## config.mk

```make
export PLATFORM = sky130hd
export DESIGN_NAME = apqo_top
export DESIGN_NICKNAME = d
export VERILOG_FILES = /design/src/core/apqo_top.v /design/src/core/apqo_freq_rom.v
export VERILOG_INCLUDE_DIRS = /design/src /design/src/core
export SDC_FILE = /design/constraint.sdc
export NUM_CORES = 1
export LEC_CHECK = 0
export BUFFER_PORTS_ARGS = -buffer_cell sky130_fd_sc_hd__buf_2
export CELL_PAD_IN_SITES_DETAIL_PLACEMENT = 2
export CELL_PAD_IN_SITES_GLOBAL_PLACEMENT = 2
export CORE_AREA = 2 2 289 291
export DETAILED_ROUTE_END_ITERATION = 16
export DIE_AREA = 0 0 291 293
export PLACE_DENSITY_LB_ADDON = 0.08
export SYNTH_ARGS = -nofsm -noshare
export SYNTH_HDL_FRONTEND = slang
export SYNTH_SLANG_ARGS = --single-unit
export TNS_END_PERCENT = 1
```

## constraint.sdc

```tcl
create_clock -name clk -period 14.2 [get_ports clk]
set_clock_uncertainty 0.1 [all_clocks]
set_input_delay 2.84 -clock clk [delete_from_list [all_inputs] [get_ports clk]]
set_output_delay 2.84 -clock clk [all_outputs]
set_load 0.02 [all_outputs]
```

## src/core/apqo_defs.vh

```
`ifndef APQO_DEFS_VH
`define APQO_DEFS_VH

// register offsets of the plain register port
`define APQO_ADDR_DUTY_ROW   8'h18
`define APQO_ADDR_ABI_ROW    8'h19
`define APQO_ADDR_STATUS     8'h20
`define APQO_ADDR_PERIODS    8'h21

// duty output setup row fields
`define APQO_DUTY_STEP_LSB   0
`define APQO_DUTY_STEP_MSB   3
`define APQO_DUTY_BAND_LSB   4
`define APQO_DUTY_BAND_MSB   6
`define APQO_DUTY_STEP_RESET 4'h0
`define APQO_DUTY_BAND_RESET 3'h0

// encoder setup row fields
`define APQO_ABI_RES_LSB     0
`define APQO_ABI_RES_MSB     3
`define APQO_ABI_INV_BIT     4
`define APQO_ABI_RES_RESET   4'h4
`define APQO_ABI_INV_RESET   1'h0

// resolution code limits
`define APQO_RES_FIRST       4'h3
`define APQO_RES_LAST        4'he

// status register fields
`define APQO_ST_A_BIT        0
`define APQO_ST_B_BIT        1
`define APQO_ST_I_BIT        2
`define APQO_ST_PWM_BIT      3
`define APQO_ST_PIN_BIT      4
`define APQO_ST_RES_OK_BIT   5
`define APQO_ST_ANG_LSB      16
`define APQO_ST_ANG_MSB      27

// duty figures, in percent of the carrier period
`define APQO_EDGE_PCT        5
`define APQO_SPAN_PCT        90
`define APQO_FULL_PCT        100

// carrier frequency table, Hz, steps 0..15 of each band, step 0 first
`define APQO_B0_LO {12'd3125, 12'd3101, 12'd3077, 12'd3053, 12'd3030, 12'd3008, 12'd2985, 12'd2963}
`define APQO_B0_HI {12'd2941, 12'd2920, 12'd2899, 12'd2878, 12'd2857, 12'd2837, 12'd2817, 12'd2797}
`define APQO_B1_LO {12'd2778, 12'd2740, 12'd2703, 12'd2667, 12'd2632, 12'd2597, 12'd2564, 12'd2532}
`define APQO_B1_HI {12'd2500, 12'd2469, 12'd2439, 12'd2410, 12'd2381, 12'd2353, 12'd2326, 12'd2299}
`define APQO_B2_LO {12'd2273, 12'd2222, 12'd2174, 12'd2128, 12'd2083, 12'd2041, 12'd2000, 12'd1961}
`define APQO_B2_HI {12'd1923, 12'd1887, 12'd1852, 12'd1818, 12'd1786, 12'd1754, 12'd1724, 12'd1695}
`define APQO_B3_LO {12'd1667, 12'd1613, 12'd1563, 12'd1515, 12'd1471, 12'd1429, 12'd1389, 12'd1351}
`define APQO_B3_HI {12'd1316, 12'd1282, 12'd1250, 12'd1220, 12'd1190, 12'd1163, 12'd1136, 12'd1111}
`define APQO_B4_LO {12'd1087, 12'd1042, 12'd1000, 12'd962, 12'd926, 12'd893, 12'd862, 12'd833}
`define APQO_B4_HI {12'd806, 12'd781, 12'd758, 12'd735, 12'd714, 12'd694, 12'd676, 12'd658}
`define APQO_B5_LO {12'd641, 12'd610, 12'd581, 12'd556, 12'd532, 12'd510, 12'd490, 12'd472}
`define APQO_B5_HI {12'd455, 12'd439, 12'd424, 12'd410, 12'd397, 12'd385, 12'd373, 12'd362}
`define APQO_B6_LO {12'd352, 12'd333, 12'd316, 12'd301, 12'd287, 12'd275, 12'd263, 12'd253}
`define APQO_B6_HI {12'd243, 12'd234, 12'd225, 12'd217, 12'd210, 12'd203, 12'd197, 12'd191}
`define APQO_B7_LO {12'd185, 12'd175, 12'd166, 12'd157, 12'd150, 12'd143, 12'd137, 12'd131}
`define APQO_B7_HI {12'd126, 12'd121, 12'd116, 12'd112, 12'd108, 12'd105, 12'd101, 12'd98}

`endif

```

## src/core/apqo_top.v

```verilog
// The implementer's own choices: the address-and-strobe port and the register offsets.
`timescale 1ns/10ps
`default_nettype none
`include "apqo_defs.vh"

module apqo_top #(
    parameter CLK_HZ    = 100000000,
    parameter ANG_BITS  = 15,
    parameter DUTY_BITS = 12
) (
    input  wire                  clk,
    input  wire                  reset,
    input  wire [ANG_BITS-1:0]   angle,
    input  wire [7:0]            reg_addr,
    input  wire [31:0]           reg_wdata,
    input  wire                  reg_wr,
    input  wire                  reg_rd,
    output reg  [31:0]           reg_rdata,
    input  wire                  duty_i,
    output wire                  duty_o,
    output wire                  duty_oe,
    output reg                   enc_a,
    output reg                   enc_b,
    output reg                   enc_i
);

    localparam ACC_W  = 28;
    localparam PROD_W = 40;
    localparam [ACC_W-1:0] CLK_CNT   = CLK_HZ;
    localparam [ACC_W-1:0] EDGE_CNT  = CLK_HZ / `APQO_FULL_PCT * `APQO_EDGE_PCT;
    localparam [PROD_W-1:0] SPAN_CNT = CLK_HZ / `APQO_FULL_PCT * `APQO_SPAN_PCT;

    // configuration rows
    reg [3:0]  carrier_step_select;
    reg [2:0]  carrier_band_select;
    reg [3:0]  res_code;
    reg        enc_invert;

    // duty generator state
    reg [ACC_W-1:0]      phase;
    reg [ACC_W-1:0]      high_cnt;
    reg [DUTY_BITS-1:0]  duty_fraction;
    reg                  duty_level;
    reg                  pin_s1;
    reg                  pin_s2;
    reg [31:0]           period_count;

    wire [11:0]          freq_hz;
    wire [ACC_W-1:0]     phase_sum;
    wire                 period_wrap;
    wire [DUTY_BITS-1:0] angle_duty;
    wire [PROD_W-1:0]    span_prod;
    wire [ACC_W-1:0]     next_high_cnt;

    // encoder state
    reg  [ANG_BITS-1:0]  shifted;
    reg  [1:0]           quad_pos;
    reg                  at_zero;
    wire                 res_ok;
    wire                 next_a;
    wire                 next_b;

    function is_addr;
        input [7:0] addr;
        input [7:0] target;
        begin
            is_addr = (addr == target);
        end
    endfunction

    // register writes
    always @(posedge clk) begin
        if (reset) begin
            carrier_step_select <= `APQO_DUTY_STEP_RESET;
            carrier_band_select <= `APQO_DUTY_BAND_RESET;
            res_code            <= `APQO_ABI_RES_RESET;
            enc_invert          <= `APQO_ABI_INV_RESET;
        end else if (reg_wr) begin
            if (is_addr(reg_addr, `APQO_ADDR_DUTY_ROW)) begin
                carrier_step_select <= reg_wdata[`APQO_DUTY_STEP_MSB:`APQO_DUTY_STEP_LSB];
                carrier_band_select <= reg_wdata[`APQO_DUTY_BAND_MSB:`APQO_DUTY_BAND_LSB];
            end
            if (is_addr(reg_addr, `APQO_ADDR_ABI_ROW)) begin
                res_code   <= reg_wdata[`APQO_ABI_RES_MSB:`APQO_ABI_RES_LSB];
                enc_invert <= reg_wdata[`APQO_ABI_INV_BIT];
            end
        end
    end

    // register reads, answered one cycle after the strobe
    always @(posedge clk) begin
        if (reset) begin
            reg_rdata <= 32'h0;
        end else if (reg_rd) begin
            reg_rdata <= 32'h0;
            if (is_addr(reg_addr, `APQO_ADDR_DUTY_ROW)) begin
                reg_rdata[`APQO_DUTY_STEP_MSB:`APQO_DUTY_STEP_LSB] <= carrier_step_select;
                reg_rdata[`APQO_DUTY_BAND_MSB:`APQO_DUTY_BAND_LSB] <= carrier_band_select;
            end
            if (is_addr(reg_addr, `APQO_ADDR_ABI_ROW)) begin
                reg_rdata[`APQO_ABI_RES_MSB:`APQO_ABI_RES_LSB] <= res_code;
                reg_rdata[`APQO_ABI_INV_BIT] <= enc_invert;
            end
            if (is_addr(reg_addr, `APQO_ADDR_STATUS)) begin
                reg_rdata[`APQO_ST_A_BIT]      <= enc_a;
                reg_rdata[`APQO_ST_B_BIT]      <= enc_b;
                reg_rdata[`APQO_ST_I_BIT]      <= enc_i;
                reg_rdata[`APQO_ST_PWM_BIT]    <= duty_level;
                reg_rdata[`APQO_ST_PIN_BIT]    <= pin_s2;
                reg_rdata[`APQO_ST_RES_OK_BIT] <= res_ok;
                reg_rdata[`APQO_ST_ANG_MSB:`APQO_ST_ANG_LSB] <= duty_fraction;
            end
            if (is_addr(reg_addr, `APQO_ADDR_PERIODS)) begin
                reg_rdata <= period_count;
            end
        end else begin
            reg_rdata <= 32'h0;
        end
    end

    // carrier frequency lookup, one cycle of latency
    apqo_freq_rom u_rom (
        .clk     (clk),
        .band    (carrier_band_select),
        .step    (carrier_step_select),
        .freq_hz (freq_hz)
    );

    // phase accumulator: adding the frequency in Hz each clock and wrapping at
    // the clock rate gives the exact mean period with no divider; edges jitter
    // by at most one clock
    assign phase_sum   = phase + {{(ACC_W-12){1'b0}}, freq_hz};
    assign period_wrap = (phase_sum >= CLK_CNT);

    // duty uses the top 12 bits of the angle word
    assign angle_duty = angle[ANG_BITS-1 -: DUTY_BITS];

    // high time = 5% + 90% * angle / 4096; the largest code gives 4095/4096
    assign span_prod     = SPAN_CNT * {{(PROD_W-DUTY_BITS){1'b0}}, angle_duty};
    assign next_high_cnt = EDGE_CNT + span_prod[DUTY_BITS +: ACC_W];

    always @(posedge clk) begin
        if (reset) begin
            phase         <= {ACC_W{1'b0}};
            high_cnt      <= EDGE_CNT;
            duty_fraction <= {DUTY_BITS{1'b0}};
            period_count  <= 32'h0;
        end else if (period_wrap) begin
            phase         <= phase_sum - CLK_CNT;
            // angle sampled once per period, at its rising edge
            high_cnt      <= next_high_cnt;
            duty_fraction <= angle_duty;
            period_count  <= period_count + 32'h1;
        end else begin
            phase <= phase_sum;
        end
    end

    // high for phase below the threshold; the threshold always lies between
    // 5% and 95% of the period, so both outer margins come out fixed
    always @(posedge clk) begin
        if (reset) begin
            duty_level <= 1'b0;
        end else begin
            duty_level <= (phase < high_cnt);
        end
    end

    // open drain: only ever pulls low, released while high
    assign duty_o  = 1'b0;
    assign duty_oe = ~duty_level;

    // pin readback, for fault checking by software
    always @(posedge clk) begin
        if (reset) begin
            pin_s1 <= 1'b0;
            pin_s2 <= 1'b0;
        end else begin
            pin_s1 <= duty_i;
            pin_s2 <= pin_s1;
        end
    end

    // resolution code 3..14 gives N = 14 - code; the lowest kept bit of the
    // angle is bit 13 - N, that is code - 1
    assign res_ok = (res_code >= `APQO_RES_FIRST) && (res_code <= `APQO_RES_LAST);

    always @* begin
        shifted  = angle >> (res_code - 4'h1);
        quad_pos = shifted[1:0];
        at_zero  = (shifted == {ANG_BITS{1'b0}});
    end

    // gray map: 0->00, 1->01, 2->11, 3->10; rising angle walks 0,1,2,3
    assign next_a = quad_pos[1];
    assign next_b = quad_pos[1] ^ quad_pos[0];

    // reserved and undefined codes freeze the pins rather than emit garbage
    always @(posedge clk) begin
        if (reset) begin
            enc_a <= `APQO_ABI_INV_RESET;
            enc_b <= `APQO_ABI_INV_RESET;
            enc_i <= `APQO_ABI_INV_RESET;
        end else if (res_ok) begin
            enc_a <= next_a ^ enc_invert;
            enc_b <= next_b ^ enc_invert;
            enc_i <= at_zero ^ enc_invert;
        end
    end

endmodule // apqo_top

`default_nettype wire

```

## src/core/apqo_freq_rom.v

```verilog
`timescale 1ns/10ps
`default_nettype none
`include "apqo_defs.vh"

module apqo_freq_rom (
    input  wire        clk,
    input  wire [2:0]  band,
    input  wire [3:0]  step,
    output reg  [11:0] freq_hz
);

    reg [191:0] row;

    always @* begin
        case (band)
            3'h0: row = {`APQO_B0_LO, `APQO_B0_HI};
            3'h1: row = {`APQO_B1_LO, `APQO_B1_HI};
            3'h2: row = {`APQO_B2_LO, `APQO_B2_HI};
            3'h3: row = {`APQO_B3_LO, `APQO_B3_HI};
            3'h4: row = {`APQO_B4_LO, `APQO_B4_HI};
            3'h5: row = {`APQO_B5_LO, `APQO_B5_HI};
            3'h6: row = {`APQO_B6_LO, `APQO_B6_HI};
            3'h7: row = {`APQO_B7_LO, `APQO_B7_HI};
            default: row = {`APQO_B0_LO, `APQO_B0_HI};
        endcase
    end

    // step 0 sits in the top slot of the row
    always @(posedge clk) begin
        freq_hz <= row[(4'hf - step) * 12 +: 12];
    end

endmodule // apqo_freq_rom

`default_nettype wire

```

Word level (Yosys, flattened, before mapping)
Memory sizes are Yosys's and may differ from the RTL's. A register that Yosys moved wholly into a read port is not among the register bits.
Index checks and enable logic that the tools add are counted.

word-level totals
  memories = 1
  bits of input ports = 60
  bits in read-only memories = 1536
  register bits = 162
  logic and storage cells = 57
  output and inout port bits = 37

cells by class
  bitwise gates (word level) = 7
  equality and inequality tests = 4
  shift operators = 2
  multiply operators = 2
  reduce and logical (&&, ||, !) cells = 6
  add/subtract/negate cells = 6
  multiplexer cells = 8
  $lt $le $gt $ge = 4

memory list
  memory           depth  bits a word  read ports  clocked after memory_dff  write ports  line                text
  (no name shown)  8      192          1           1                         0            apqo_freq_rom.v:15  case (band)

operator list
  cell                                                                  count
  indexed part select 192 x 33 -> 12 bit                                1
  two-way mux 28 bit                                                    2
  adder 32 x 1 -> 32 bit (second input constant)                        1
  multiplier 20 x 12 -> 32 bit (first input constant)                   1
  multiplier 32 x 2 -> 30 bit (second input constant)                   1
  adder 23 x 27 -> 28 bit (first input constant)                        1
  adder 28 x 12 -> 28 bit                                               1
  greater-or-equal comparator 28 x 27 -> 1 bit (second input constant)  1
  < comparator 28 bit                                                   1
  subtractor 28 x 27 -> 28 bit (second input constant)                  1
  equality test 8 x 5 -> 1 bit (second input constant)                  2
  equality test 8 x 6 -> 1 bit (second input constant)                  2
  zero test 15 bit                                                      1
  >> shifter 15 x 4 -> 15 bit                                           1
  two-way mux 12 bit                                                    1
  two-way mux 7 bit                                                     1
  two-way mux 3 bit                                                     2
  two-way mux 6 bit                                                     1
  two-way mux 5 bit                                                     1
  subtractor 4 x 4 -> 5 bit (first input constant)                      1
  greater-or-equal comparator 4 x 2 -> 1 bit (second input constant)    1
  less-or-equal comparator 4 bit (second input constant)                1
  AND reduction 2 bit                                                   2
  subtractor 4 x 1 -> 4 bit (second input constant)                     1
  other kinds (5)                                                       10

Logic depth before layout (Yosys ltp)
  depth in word-level cells = 5
  depth in mapped cells = 24
  depth with buffers taken out = 23

Modules after synthesis
Synthesis repeated with hierarchy kept, for this count alone.

unflattened totals
  cells, all modules = 2338
  area, all modules = 18286.3 um^2

by module, submodules not included
  module         seq. area each (um^2)  area an instance (um^2)  instances  cells each
  apqo_top       3002.9                 12440.7                  1          1438
  apqo_freq_rom  240.2                  5845.6                   1          900

Least setup slack after synthesis
No wires, ideal clock.

  kind = input-to-reg
  start = input angle[6]
  end = register high_cnt[27]
  path buffers = 1
  arrival time = 8223 ps
  setup slack = 5807 ps
  setup time = 70 ps
  data required time = 14030 ps
  stages = 19
  path through = ha_1 -> fa_1 -> fa_1 -> fa_1 -> inv_1 -> fa_1 -> inv_1 -> ha_1 -> clkbuf_1 -> nand2_1 -> nor2_1 -> nand4_1 -> and3_1 -> nor4b_1 -> o221ai_1 -> o21a_1 -> and3b_1 -> or4b_1 -> a21oi_1

on the way
  cells in the longest elaborated chain, start to end = 2

RTL lines
  element                       line            text
  start: declaration            apqo_top.v:13   input wire [ANG_BITS-1:0] angle,
  multiplier 20 x 12 -> 32 bit  apqo_top.v:139  assign span_prod = SPAN_CNT * {{(PROD_W-DUTY_BITS){1'b0}}, angle_duty};
  adder 23 x 27 -> 28 bit       apqo_top.v:140  assign next_high_cnt = EDGE_CNT + span_prod[DUTY_BITS +: ACC_W];
  end signal: assignment        apqo_top.v:151  high_cnt <= next_high_cnt;
  end: declaration              apqo_top.v:41   reg [ACC_W-1:0] high_cnt;

Every way passes these cells.
A chain may end at the register's enable or synchronous reset.

Worst setup path after layout
  start = input angle[12]
  end = register high_cnt[27]

The elaborated chain is that of the path after synthesis.

==> qor.yml <==
setup_viol: 0
diodes: 0
holdPathEnd: "duty_fraction[9]"
ys_types: 80
fill_cells: 9282
min_period_ns: 9.54
numCtsBuffers: 38
cap_violations: 0
dieHeight_um: 293
hold_path.class: "reg2reg"
yosys_register_bits: 278
worst_setup_path_start_kind: "input pin"
grt_pass1_wl_mm: 125
synthArstFlopShare: 0
worst_ep_required_time_ns: 14.57
met1_length_mm: 42.1
cts_hold_buf: 0
grt_setup_unrepaired: "false"
gp_congestion: 0.787
seq_area_mm2: 0.00557
crit_type: "in2reg"
core_mm2: 0.0818
tns_ns: 0
post_cts.repair.setup_buffers: 0
dr_wl_met3_mm: 2.12
clk_pin_slew_ns: 0.06
post_drt_wl_per_cell_um: 23.6
drc: 0
path_cells: "buf_2 > ha_1 > xor2_1 > ha_1 > fa_1 > inv_1 > fa_1 > inv_1 > ha_1 > ha_1 > a21oi_1 > o211ai_1 > nand4_1 > a21oi_1 > nor4b_1 > o221ai_1 > o21a_1 > and3b_1 > or4b_1 > a21oi_1"
final_common_cell: "dfxtp_1"
ys.flop_type: "dfxtp_1"
root_buffer: "clkbuf_16"
reg2reg_from: "u_rom.freq_hz[1]"
drive_gt1_frac: 0.123
setup_ws_ns: 4.66
tightest_slew_ns: 1.18
fin_crit_sh: 0.672
max_slew_margin: 0.211
ant_nets: 0
rrSetupSlack_ns: 8.11
crit_fanout: 12
cts_tree: "yes"
dp_slack_ns: 4.17
ys_seq_area_frac: 0.274
cp_slowest_cell: "nor4b_1"
drt_iter0_markers: 745
pwr_density_cell_mw_per_mm2: 171
critPathTopFamily: "adder cells"
ys_warn_count: 0
endpoint_kind: "flop"
layout_common_cells: "dfxtp_1, inv_1, nand2_1"
clk_latency_ns: 0.56
min_from: "duty_fraction[9]"
io_pins: 97
start_util: 0.248
r2r-end: "period_count[31]"
grt_overflow: 0
worstSetupPathDepth: 20
drv_slew: 0
dp_hpwl_mm: 62.3
hold_depth: 2
first_pass_iters: 5
num_rows: 105
max_freq_ghz: 0.105
antenna_found_initial: 2
vias: 17800
clock_path_buffers: 3
multi_input_comb_area_mm2: 0.0136
htree_levels: 2
grt_pass1_vias: 19300
routed_wl_mm: 81.3
dr_wl_met2_mm: 35.9
maxUsedRoutingLayer: "met5"
cp_common_cell: "ha_1"
syn_area_mm2: 0.0203
clkSinkCount: 278
die_w_um: 291
leakagePower_nw: 9.25
cpPeakStageDelay_ns: 0.70
rr_worst_depth: 19
syn_inst: 2345
syn_nets: 2627
status: "complete, no violations"
die-area_mm2: 0.0853
portBuffers: 70
area_delta_synth_final_pct: 13.3
via_per_inst: 5.17
track_usage: 0.190
synth_edf_count: 0
layout.nets: 2628
cp.buffers_inverters: 3
grt_max_degree: 71
peakVddDrop_v: 0.000110
cp.arrival_ns: 9.91
hold_viol_final: 0
synth.avg_cell_area_um2: 8.67
ctsResizeCount: 0
tightest hold or removal path: stages (launching register included):
cell and delay (ns):
dfxtp_1 0.31, nand2_1 0.05, a21oi_1 0.05
cell usage after synthesis (9+ instances only):
| master | instances | area [µm²] |
|---|---|---|
| dfxtp_1 | 278 | 5570 |
| mux2_2 | 20 | 225 |
| ha_1 | 151 | 1890 |
| nand2b_1 | 32 | 200 |
| o211ai_1 | 59 | 443 |
| mux4_2 | 60 | 1350 |
| o21a_1 | 35 | 263 |
| o21ai_0 | 172 | 861 |
| a21boi_0 | 9 | 67.6 |
| or2_2 | 23 | 144 |
| and2_1 | 36 | 225 |
| nor3_1 | 50 | 250 |
| nand2_1 | 195 | 732 |
| buf_2 | 12 | 60.1 |
| a21o_1 | 37 | 278 |
| or3_1 | 29 | 181 |
| nand4_1 | 23 | 144 |
| mux2i_1 | 72 | 721 |
| inv_1 | 201 | 754 |
| a31o_2 | 12 | 105 |
| clkbuf_1 | 101 | 379 |
| nor2b_1 | 14 | 87.6 |
| xor2_1 | 22 | 193 |
| a22oi_1 | 14 | 105 |
| o31ai_1 | 11 | 82.6 |
| a22o_1 | 14 | 123 |
| a31oi_1 | 13 | 81.3 |
| nor3b_1 | 9 | 67.6 |
| a211oi_1 | 30 | 225 |
| nor2_1 | 134 | 503 |
| xnor2_1 | 42 | 368 |
| fa_1 | 71 | 1420 |
| and3_1 | 15 | 93.8 |
| nand3_1 | 56 | 280 |
| buf_1 | 17 | 63.8 |
| a21oi_1 | 154 | 771 |
report_power, final:
group	switching, mW	total (mW)	internal, mW
Clock	0.398	1.01	0.611
Combinational	1.31	2.12	0.813
Sequential	0.0106	0.799	0.788
Total	1.72	3.93	2.21
cell type report:
| cell class | count | share of cell area |
|---|---|---|
| multi-input combinational | 1733 | 0.589 |
| sequential | 278 | 0.242 |
| tap | 1070 | 0.0581 |
| clock buffer | 50 | 0.0472 |
| inverter | 203 | 0.0331 |
| timing repair buffer | 92 | 0.0225 |
| clock inverter | 17 | 0.00869 |
sequential cells by signal, summed over array words and instances (netlist names), 3 cells and up:
register and cells:
carrier_step_select 4, u_rom.row 116, phase 28, carrier_band_select 3, high_cnt 28, period_count 32, u_rom.freq_hz 12, duty_fraction 12
reg_rdata 32, res_code 4
per-layer routing:
layer	GRT usage	vias to the layer above
li1	-	8373
met1	0.280	9157
met2	0.301	187
met3	0.0222	72
met4	0.0331	4
met5	0	-
cells by family (layout without fill, tap and decap cells):
family / count (synthesis) / count (layout) / synth area share
adder cells (fa/ha/maj): 222 / 222 / 0.163
other: 1 / 1 / 0.000184
buffers and inverters: 334 / 362 / 0.0626
flip-flops: 278 / 278 / 0.274
AO/OA/AOI/OAI: 640 / 640 / 0.201
multiplexers: 153 / 153 / 0.114
AND/OR/NAND/NOR: 653 / 653 / 0.159
XOR/XNOR: 64 / 64 / 0.0276
metrics by stage:
stage                     area [µm²]  power, mW  std cells  utilization  hold WS (ns)
after floorplan                20300       2.38       2345            -         0.314
after global placement         21800       2.94       3376        0.266         0.350
after detailed placement       21800       2.97       3376        0.266         0.353
after CTS                      23000       4.01       3443        0.281         0.362
after global routing           23000       4.28       3443        0.281         0.373
final                          23000       3.93       3443        0.281         0.359
worst max path at each step:
| stage | from | to | slack [ns] |
|---|---|---|---|
| 5_1_grt | angle[12] | high_cnt[27] | 4.20 |
| 3_5_place_dp | angle[12] | high_cnt[27] | 4.17 |
| 2_1_floorplan | angle[6] | high_cnt[27] | 5.81 |
| 6_report | angle[12] | high_cnt[27] | 4.66 |
| 3_3_place_gp | angle[12] | high_cnt[27] | 4.25 |
| 4_1_cts | angle[12] | high_cnt[27] | 4.72 |
Note: power is estimated with default switching activity, not from simulation.
